## src/pkg/ciru_regs.vh

```
`ifndef CIRU_REGS_VH
`define CIRU_REGS_VH

// Register offsets on the plain register port.
`define CIRU_OFS_TRAP_CTRL   8'h00
`define CIRU_OFS_VEC_BASE    8'h04
`define CIRU_OFS_VEC_LOW     8'h08
`define CIRU_OFS_DMA_CTRL    8'h0c
`define CIRU_OFS_STATUS      8'h10

// Trap/control register fields.
`define CIRU_TC_TRAP_BIT     7
`define CIRU_TC_EN0_BIT      0
`define CIRU_TC_EN1_BIT      1
`define CIRU_TC_EN2_BIT      2
`define CIRU_TC_RESET        8'h01

// Vector base and vector-low register.
`define CIRU_VEC_BASE_RESET  8'h00
`define CIRU_VEC_LOW_RESET   3'h0

// DMA control register field.
`define CIRU_DMA_ME_BIT      0
`define CIRU_DMA_RESET       8'h00

// Fixed restart addresses.
`define CIRU_NMI_ADDR        16'h0066
`define CIRU_MODE1_ADDR      16'h0038

// Level-0 response modes.
`define CIRU_MODE0           2'h0
`define CIRU_MODE1           2'h1
`define CIRU_MODE2           2'h2

// Acknowledge cycle: T1, T2, two wait states, T3.
`define CIRU_ACK_T2          3'h1
`define CIRU_ACK_TW_LAST     3'h3
`define CIRU_ACK_T3          3'h4

// Number of vectored sources (level-1, level-2, seven internal).
`define CIRU_NUM_VEC         9
`define CIRU_NUM_INTERNAL    7

`endif

```

## src/core/ciru_vec_sel.v

```verilog
`timescale 1ns/1ns
`default_nettype none

// Fixed priority picker: bit 0 is the highest priority source. The low
// vector code of source k is k shifted left by one, which gives the five
// bit codes 00000, 00010 ... 10000 for nine sources.
module ciru_vec_sel
#(
  parameter N = 9
)
(
  input  wire [N-1:0] req,
  output reg          any,
  output reg  [4:0]   code
);

  integer k;

  always @*
  begin
    any  = 1'b0;
    code = 5'h00;
    for (k = N - 1; k >= 0; k = k - 1)
    begin
      if (req[k])
      begin
        any  = 1'b1;
        code = {k[3:0], 1'b0};
      end
    end
  end

endmodule

`default_nettype wire

```

## src/core/ciru_top.v

```verilog
`timescale 1ns/1ns
`default_nettype none

`include "ciru_regs.vh"

// How it works
// - Accepting a non-maskable request first clears the DMA master enable bit.
// - Non-maskable: push PC, save global flag, clear it, restart at 0066H.
// - Return-from-nonmaskable copies the saved flag back to the global flag.
// - Falling edge of the non-maskable pin is latched until sampled, unmasked.
// - Latched non-maskable sampled at last-cycle sample point; ack at cycle end.
// - Non-maskable requests are accepted while DMA is transferring.
// - Level-0 accepted when sampled low at the last-cycle sample point.
// - Level-0 ignored if global flag or level-0 enable is zero.
// - Priority: non-maskable, then level-0, then level-1, level-2, internal.
// - Mode set instructions pick modes 0/1/2; reset gives mode 0, enable0 set.
// - Mode 0 fetches an instruction from the data bus at T3, no PC push.
// - Undefined instruction fetched in mode 0 acknowledge raises the trap.
// - Mode 1 pushes PC, clears both flags, restarts at 0038H.
// - Mode 2 reads vector byte at T3, pushes PC, reads address low first.
// - Mode 2 table lies on a 256-byte boundary given by vector base.
// - External vector fetch drives both strobes low and adds two waits.
// - Reset loads the vector base register with 00H.
// - Vectored sources: top three bits from vector-low, low five fixed.
// - Fixed codes 00000 to 10000 in steps of two, by priority.
// - Level-1/2 blocked by global flag and by their own enable bits.
// - Reset clears the global flag and the level-1/2 enables.
// - Internal requests need the global flag and their own enable.
// - Level-1/2 accepted when sampled low at the last-cycle sample point.
// - Enable-all sets both flags; mask-all clears both.
// - Reset clears the three upper bits of the vector-low register.
// - Trap/control bits 2..0 gate level-2, level-1, level-0 inputs.
module ciru_top
(
  input  wire        clk,
  input  wire        nrst,
  input  wire [7:0]  reg_addr,
  input  wire [7:0]  reg_wdata,
  input  wire        reg_wr,
  input  wire        reg_rd,
  output reg  [7:0]  reg_rdata,
  input  wire        nmi_n,
  input  wire        level0_request_n,
  input  wire        level1_request_n,
  input  wire        level2_request_n,
  input  wire [6:0]  int_req,
  input  wire [6:0]  int_enable,
  input  wire        last_cycle_sample,
  input  wire        mcycle_end,
  input  wire        exec_enable_all,
  input  wire        exec_mask_all,
  input  wire        exec_return_from_nonmaskable,
  input  wire        exec_mode_set,
  input  wire [1:0]  exec_mode,
  input  wire [7:0]  data_in,
  input  wire        insn_undefined,
  input  wire [7:0]  mem_rdata,
  input  wire        mem_valid,
  output reg         ack_active,
  output reg         opcode_fetch_strobe_n,
  output reg         io_request_strobe_n,
  output reg         wait_state,
  output reg         push_pc,
  output reg         restart_valid,
  output reg  [15:0] restart_addr,
  output reg         vec_read,
  output reg  [15:0] vec_addr,
  output reg         insn_valid,
  output reg  [7:0]  insn_byte,
  output reg         trap_req,
  output reg         global_mask_flag,
  output reg         saved_mask_flag,
  output reg         dma_master_enable
);

  localparam ST_IDLE  = 3'h0;
  localparam ST_ARMED = 3'h1;
  localparam ST_ACK   = 3'h2;
  localparam ST_CHECK = 3'h3;
  localparam ST_PUSH  = 3'h4;
  localparam ST_RD_LO = 3'h5;
  localparam ST_RD_HI = 3'h6;

  localparam [7:0] TC_RESET = `CIRU_TC_RESET;

  localparam K_NMI = 2'h0;
  localparam K_L0  = 2'h1;
  localparam K_VEC = 2'h2;

  reg  [2:0]  state;
  reg  [1:0]  kind;
  reg  [1:0]  mode;
  reg  [2:0]  ack_cnt;
  reg  [7:0]  vec_lo;
  reg  [7:0]  tbl_lo;
  reg         nmi_prev;
  reg         nmi_pend;
  reg         level0_enable;
  reg         level1_enable;
  reg         level2_enable;
  reg         trap_flag;
  reg  [7:0]  vector_base;
  reg  [2:0]  vector_low_register;

  wire        vec_any;
  wire [4:0]  vec_code;
  wire [8:0]  vec_req;
  wire        take_nmi;
  wire        take_l0;
  wire        take_vec;
  wire        accept;
  wire        wr_tc;
  wire        wr_dma;

  ////////////////////////////////////////////////////////////////////////
  // Request qualification and priority.

  assign vec_req = {int_req & int_enable,
                    ~level2_request_n & level2_enable,
                    ~level1_request_n & level1_enable}
                   & {9{global_mask_flag}};

  ciru_vec_sel
  #(
    .N (`CIRU_NUM_VEC)
  )
  u_vec_sel
  (
    .req  (vec_req),
    .any  (vec_any),
    .code (vec_code)
  );

  // sample only at last cycle
  // The sample pulse is only raised by the sequencer in an instruction's
  // last machine cycle, so nothing is taken mid-instruction.
  assign take_nmi = last_cycle_sample & (state == ST_IDLE) & nmi_pend;
  assign take_l0  = last_cycle_sample & (state == ST_IDLE) & ~nmi_pend
                    & ~level0_request_n & level0_enable & global_mask_flag;
  assign take_vec = last_cycle_sample & (state == ST_IDLE) & ~nmi_pend
                    & ~take_l0 & vec_any;
  assign accept   = take_nmi | take_l0 | take_vec;

  ////////////////////////////////////////////////////////////////////////
  // Non-maskable edge latch.

  // no DMA dependency
  // An edge in the sampling cycle itself stays pending for the next sample
  // rather than being dropped by the clear.
  always @(posedge clk)
  begin
    if (!nrst)
    begin
      nmi_prev <= 1'b1;
      nmi_pend <= 1'b0;
    end
    else
    begin
      nmi_prev <= nmi_n;
      if (nmi_prev & ~nmi_n)
        nmi_pend <= 1'b1;
      else if (take_nmi)
        nmi_pend <= 1'b0;
    end
  end

  ////////////////////////////////////////////////////////////////////////
  // Register port.

  assign wr_tc  = reg_wr & (reg_addr == `CIRU_OFS_TRAP_CTRL);
  assign wr_dma = reg_wr & (reg_addr == `CIRU_OFS_DMA_CTRL);

  always @(posedge clk)
  begin
    if (!nrst)
    begin
      level0_enable       <= TC_RESET[`CIRU_TC_EN0_BIT];
      level1_enable       <= 1'b0;
      level2_enable       <= 1'b0;
      vector_base         <= `CIRU_VEC_BASE_RESET;
      vector_low_register <= `CIRU_VEC_LOW_RESET;
      dma_master_enable   <= 1'b0;
      trap_flag           <= 1'b0;
      reg_rdata           <= 8'h00;
    end
    else
    begin
      if (wr_tc)
      begin
        level0_enable <= reg_wdata[`CIRU_TC_EN0_BIT];
        level1_enable <= reg_wdata[`CIRU_TC_EN1_BIT];
        level2_enable <= reg_wdata[`CIRU_TC_EN2_BIT];
      end
      if (reg_wr && reg_addr == `CIRU_OFS_VEC_BASE)
        vector_base <= reg_wdata;
      if (reg_wr && reg_addr == `CIRU_OFS_VEC_LOW)
        vector_low_register <= reg_wdata[7:5];
      // suspend DMA on NMI
      // The hardware clear beats a software write in the same cycle.
      if (take_nmi)
        dma_master_enable <= 1'b0;
      else if (wr_dma)
        dma_master_enable <= reg_wdata[`CIRU_DMA_ME_BIT];
      // trap flag set
      // The trap flag can only be cleared by software; a new trap wins.
      if (state == ST_CHECK && insn_undefined)
        trap_flag <= 1'b1;
      else if (wr_tc && !reg_wdata[`CIRU_TC_TRAP_BIT])
        trap_flag <= 1'b0;
      if (reg_rd)
      begin
        case (reg_addr)
          `CIRU_OFS_TRAP_CTRL:
            reg_rdata <= {trap_flag, 4'h0, level2_enable,
                          level1_enable, level0_enable};
          `CIRU_OFS_VEC_BASE:
            reg_rdata <= vector_base;
          `CIRU_OFS_VEC_LOW:
            reg_rdata <= {vector_low_register, 5'h00};
          `CIRU_OFS_DMA_CTRL:
            reg_rdata <= {7'h00, dma_master_enable};
          `CIRU_OFS_STATUS:
            reg_rdata <= {global_mask_flag, saved_mask_flag, mode,
                          nmi_pend, state};
          default:
            reg_rdata <= 8'h00;
        endcase
      end
      else
        reg_rdata <= 8'h00;
    end
  end

  ////////////////////////////////////////////////////////////////////////
  // Mask flags and response mode.

  always @(posedge clk)
  begin
    if (!nrst)
    begin
      global_mask_flag <= 1'b0;
      saved_mask_flag  <= 1'b0;
      mode             <= `CIRU_MODE0;
    end
    else
    begin
      if (exec_mode_set && exec_mode != 2'h3)
        mode <= exec_mode;
      if (take_nmi)
      begin
        saved_mask_flag  <= global_mask_flag;
        global_mask_flag <= 1'b0;
      end
      else if (take_l0 || take_vec)
      begin
        global_mask_flag <= 1'b0;
        saved_mask_flag  <= 1'b0;
      end
      else if (exec_return_from_nonmaskable)
        global_mask_flag <= saved_mask_flag;
      else if (exec_enable_all)
      begin
        global_mask_flag <= 1'b1;
        saved_mask_flag  <= 1'b1;
      end
      else if (exec_mask_all)
      begin
        global_mask_flag <= 1'b0;
        saved_mask_flag  <= 1'b0;
      end
    end
  end

  ////////////////////////////////////////////////////////////////////////
  // Acknowledge sequencer.

  always @(posedge clk)
  begin
    if (!nrst)
    begin
      state                 <= ST_IDLE;
      kind                  <= K_NMI;
      ack_cnt               <= 3'h0;
      vec_lo                <= 8'h00;
      tbl_lo                <= 8'h00;
      ack_active            <= 1'b0;
      opcode_fetch_strobe_n <= 1'b1;
      io_request_strobe_n   <= 1'b1;
      wait_state            <= 1'b0;
      push_pc               <= 1'b0;
      restart_valid         <= 1'b0;
      restart_addr          <= 16'h0000;
      vec_read              <= 1'b0;
      vec_addr              <= 16'h0000;
      insn_valid            <= 1'b0;
      insn_byte             <= 8'h00;
      trap_req              <= 1'b0;
    end
    else
    begin
      push_pc       <= 1'b0;
      restart_valid <= 1'b0;
      vec_read      <= 1'b0;
      insn_valid    <= 1'b0;
      trap_req      <= 1'b0;
      case (state)
        ST_IDLE:
        begin
          if (accept)
          begin
            state      <= ST_ARMED;
            ack_active <= 1'b1;
            kind       <= take_nmi ? K_NMI : (take_l0 ? K_L0 : K_VEC);
            vec_lo     <= {vector_low_register, vec_code};
          end
        end
        ST_ARMED:
        begin
          if (mcycle_end)
          begin
            if (kind == K_L0 && mode != `CIRU_MODE1)
            begin
              state                 <= ST_ACK;
              ack_cnt               <= 3'h0;
              opcode_fetch_strobe_n <= 1'b0;
              io_request_strobe_n   <= 1'b0;
            end
            else
              state <= ST_PUSH;
          end
        end
        ST_ACK:
        begin
          ack_cnt    <= ack_cnt + 3'h1;
          wait_state <= (ack_cnt >= `CIRU_ACK_T2)
                        && (ack_cnt < `CIRU_ACK_TW_LAST);
          if (ack_cnt == `CIRU_ACK_T3)
          begin
            opcode_fetch_strobe_n <= 1'b1;
            io_request_strobe_n   <= 1'b1;
            if (mode == `CIRU_MODE0)
            begin
              insn_valid <= 1'b1;
              insn_byte  <= data_in;
              state      <= ST_CHECK;
            end
            else
            begin
              vec_lo <= data_in;
              state  <= ST_PUSH;
            end
          end
        end
        ST_CHECK:
        begin
          trap_req   <= insn_undefined;
          ack_active <= 1'b0;
          state      <= ST_IDLE;
        end
        ST_PUSH:
        begin
          push_pc <= 1'b1;
          if (kind == K_NMI)
          begin
            restart_valid <= 1'b1;
            restart_addr  <= `CIRU_NMI_ADDR;
            ack_active    <= 1'b0;
            state         <= ST_IDLE;
          end
          else if (kind == K_L0 && mode == `CIRU_MODE1)
          begin
            restart_valid <= 1'b1;
            restart_addr  <= `CIRU_MODE1_ADDR;
            ack_active    <= 1'b0;
            state         <= ST_IDLE;
          end
          else
          begin
            vec_read <= 1'b1;
            vec_addr <= {vector_base, vec_lo};
            state    <= ST_RD_LO;
          end
        end
        ST_RD_LO:
        begin
          if (mem_valid)
          begin
            tbl_lo   <= mem_rdata;
            vec_read <= 1'b1;
            vec_addr <= vec_addr + 16'h0001;
            state    <= ST_RD_HI;
          end
        end
        ST_RD_HI:
        begin
          if (mem_valid)
          begin
            restart_valid <= 1'b1;
            restart_addr  <= {mem_rdata, tbl_lo};
            ack_active    <= 1'b0;
            state         <= ST_IDLE;
          end
        end
        default:
        begin
          state      <= ST_IDLE;
          ack_active <= 1'b0;
        end
      endcase
    end
  end

endmodule

`default_nettype wire

```

## config.mk

```make
export PLATFORM = sky130hd
export DESIGN_NAME = ciru_top
export DESIGN_NICKNAME = d
export VERILOG_FILES = /design/src/core/ciru_vec_sel.v /design/src/core/ciru_top.v
export VERILOG_INCLUDE_DIRS = /design/src /design/src/pkg
export SDC_FILE = /design/constraint.sdc
export NUM_CORES = 1
export LEC_CHECK = 0
export BUFFER_PORTS_ARGS = -buffer_cell sky130_fd_sc_hd__buf_2
export CORE_MARGIN = 2
export CORE_UTILIZATION = 49
export CTS_BUF_LIST = sky130_fd_sc_hd__clkbuf_8
export DETAILED_ROUTE_END_ITERATION = 10
export GPL_TIMING_DRIVEN = 0
export HOLD_SLACK_MARGIN = 0.08
export PLACE_DENSITY = 0.78
export SLEW_MARGIN = 5
export SYNTH_ARGS = -nofsm -noshare
export SYNTH_HDL_FRONTEND = slang
export SYNTH_SLANG_ARGS = --single-unit
```

## constraint.sdc

```tcl
create_clock -name clk -period 2 [get_ports clk]
set_clock_uncertainty 0.1 [all_clocks]
set_input_delay 0.2 -clock clk [delete_from_list [all_inputs] [get_ports clk]]
set_output_delay 0.2 -clock clk [all_outputs]
set_load 0.01 [all_outputs]
```

==> out/metrics.csv <==
metric,value,unit
pre-CTS WS,-0.394,ns
GRT Residual Overflow,0,
CTS max path bufs,2,
die area,0.0105,mm2
peak supply drop,493,uV
"FF+latch count, synth",102,
DP Wirelength,10500,um
Hold Path Class,in -> reg,
Initial DRC Count,419,
Pre-Repair DR Iteration Count,5,
share of layout cells above drive strength 1,0.278,
RSZ-0062 raised after global routing,true,
Final nets,812,
post-DR wirelength/cell,17.1,um
syn_area_per_cell,8.25,um2
final max-slew violation count,0,
CP Depth,6,
worst r2r path cells,6,
MaxCap Viol Count,0,
first-pass GRT wire length,23400,um
PwrDens,838,mW/mm2
Worst-Skew Late Latency,0.36,ns
Min-Delay Endpoint,global_mask_flag$_SDFFE_PP0P_,
worst-path fanout max,7,
CP bufs+invs,1,
required time of the critical path,2.16,ns
"EDFF count, synth",0,
startpoint types,register,
Die Y,102,um
post-synthesis instance total,575,
Final Setup Violations,1,
Crit-path slowest cell,a311o_1,
Leakage,2.56,nW
Tmin final,2.03,ns
Worst slew margin,0.529,
post-synthesis sequential area ratio,0.430,
Syn Nets,643,
Initial Util,0.509,
CTS Sinks,102,
CTS buffer count,9,
final hold violations,0,
worst reg2reg setup slack,-0.03,ns
Min-Delay Path Depth,3,
worst r2r src,state[2]$_SDFFE_PN0P_,
root buffer cell,clkbuf_8,
I/O pin count,124,
max frequency,492,MHz
synth-to-layout area growth,31.5,%
Post-synth ARST share,0,
critical path cell sequence,buf_4 -> nor3b_4 -> nor3_1 -> a22o_1 -> a311o_1 -> o221a_2,
# rows,35,
via count,5163,
Die W,102,um
antenna violations before repair,0,
critical path type,reg -> reg,
most common flop cell mapped by yosys,dfxtp_1,
gr usage total,0.283,
reg2reg end,vec_lo[1]$_SDFFE_PN0P_,
Netlist cell types,63,
setup ws final,-0.0309,ns
failing checks,negative setup slack,
fill cell count,777,
Hold Crit Start,exec_return_from_nonmaskable,
# diodes,0,
DRC Markers,0,
Multi-input gate area,0.00264,mm2
remaining antenna violation count,0,
vias per cell,5.89,
synthesized area,0.00475,mm2
port buffer count,120,
Core Box Area,0.00933,mm2
htree depth,3,
CP top delay family,compound AO/OA/AOI/OAI gates,
status,"complete, but fails checks",
GPL Wtd Cong,1.00,
pin count of the biggest net entering global routing,17,
data arrival time of the worst path,2.19,ns
Yosys Warn Count,0,
Reg area,0.00205,mm2
Total Wirelength,15000,um
period utilisation layout,1.02,
Worst Max-Slew Pin Slew,0.706,ns
number of global-route vias before repair,4723,
delay of the slowest cell on the worst path,0.37,ns
TritonCTS clock tree,yes,
"Clk pin slew, worst setup/hold paths",0.10,ns
Final Core Density,0.669,
Crit. End Element,register,
-- area by class of cell --
cell class,count,share of cell area
multi-input combinational,424,0.423
sequential,102,0.329
timing repair buffer,161,0.160
buffer,33,0.0261
tap,129,0.0259
clock buffer,10,0.0221
inverter,13,0.00842
clock inverter,5,0.00582
-- metrics by stage --
stage	area, um2	std cells	total power [W]	hold slack, ns	setup TNS (ns)
after floorplan	4750	575	0.00330	0.200	0
after global placement	5510	824	0.00375	0.314	-6.54
after detailed placement	5510	824	0.00378	0.312	-8.89
after CTS	6120	876	0.00510	0.0824	0
after global routing	6240	877	0.00548	0.0950	-0.223
final	6240	877	0.00523	0.0736	-0.0309
-- layer usage --
metal,vias to the layer above,share of wire,global-route usage
li1,2443,-,-
met1,2418,0.42,0.384
met2,277,0.47,0.462
met3,25,0.086,0.0554
met4,0,0.018,0.0800
met5,-,0,0
-- kinds of logic (layout without fill, tap and decap cells) --
group                      count (synthesis)  count (layout)  synth area share
xor gates and xnor gates                   1               1           0.00185
AOI/OAI and AO/OA                        165             165             0.239
DFF                                      102             102             0.430
buffers and inverters                     49             222            0.0435
and+or+nand+nor                          244             244             0.254
adders and majority gates                  4               4            0.0105
muxes                                     10              10            0.0211
-- placed cells by master (no fill, tap or decap), drive strengths merged, types with 14 or more instances in the layout --
master and instances:
dlygate4sd3 34, clkbuf 32, o21ai 16, a22oi 14, nand2 85, dfxtp 102
nor3 16, nor2 57, a21oi 62, buf 138, nand3 27
-- cell usage after synthesis, types with 3 or more instances --
| master | instances | area [um2] |
|---|---|---|
| ha_1 | 4 | 50.1 |
| nor2_1 | 57 | 214 |
| nand2_1 | 85 | 319 |
| clkbuf_1 | 25 | 93.8 |
| a311oi_1 | 5 | 43.8 |
| and3_1 | 6 | 37.5 |
| a31oi_1 | 4 | 25.0 |
| a21oi_1 | 62 | 310 |
| o221a_2 | 10 | 113 |
| nand3b_1 | 4 | 30.0 |
| and3b_1 | 3 | 26.3 |
| a22oi_1 | 14 | 105 |
| a222oi_1 | 6 | 60.1 |
| nor3_1 | 14 | 70.1 |
| nand4b_1 | 3 | 26.3 |
| inv_1 | 12 | 45.0 |
| nor4_1 | 4 | 25.0 |
| buf_2 | 9 | 45.0 |
| and2_1 | 6 | 37.5 |
| dfxtp_1 | 102 | 2040 |
| nand4_1 | 10 | 62.6 |
| a211oi_1 | 10 | 75.1 |
| o31ai_1 | 4 | 30.0 |
| a22o_1 | 3 | 26.3 |
| o211ai_1 | 4 | 30.0 |
| mux2i_1 | 10 | 100 |
| o21ai_0 | 15 | 75.1 |
| nand3_1 | 27 | 135 |
| nor2b_1 | 7 | 43.8 |
| nand2b_1 | 7 | 43.8 |
-- report_power, final --
group	internal, W	switching [W]
Sequential	0.00224	0.000182
Clock	0.000480	0.000721
Combinational	0.000648	0.000959
-- how the worst max path moves through the flow --
stage	from	endpoint	slack, ns
floorplan	ack_cnt[0]$_SDFFE_PN0P_	vec_lo[1]$_SDFFE_PN0P_	0.08
finish	state[2]$_SDFFE_PN0P_	vec_lo[1]$_SDFFE_PN0P_	-0.03
global route	state[2]$_SDFFE_PN0P_	vec_lo[1]$_SDFFE_PN0P_	-0.06
CTS	mode[1]$_SDFFE_PN0P_	vec_addr[7]$_SDFFE_PN0P_	0.01
detailed placement	ack_cnt[0]$_SDFFE_PN0P_	vec_lo[7]$_SDFFE_PN0P_	-0.39
global placement	ack_cnt[0]$_SDFFE_PN0P_	vec_lo[3]$_SDFFE_PN0P_	-0.34
-- sequential cells by signal (all words and copies together) (netlist names), 3 cells and up --
signal,flops
ack_cnt,3
insn_byte,8
reg_rdata,8
restart_addr,16
state,3
tbl_lo,8
vec_addr,16
vec_lo,8
vector_base,8
vector_low_register,3
-- worst register-to-register path: cells and delay by family, from the launching register on --
kind / cells / cell delay, ns
AOI/OAI and AO/OA: 3 / 0.85
buffers and inverters: 1 / 0.17
DFF: 1 / 0.31
and+or+nand+nor: 2 / 0.50
-- timing repair --
action | CTS | global route
buffers inserted | 4 | 3
hold endpoints to repair | 51 | 0
hold buffers | 34 | 0
setup endpoints to repair | 40 | 50
gates resized for setup | 18 | 33
pin swaps | 1 | 0
Note: power is estimated with default switching activity, not from simulation.
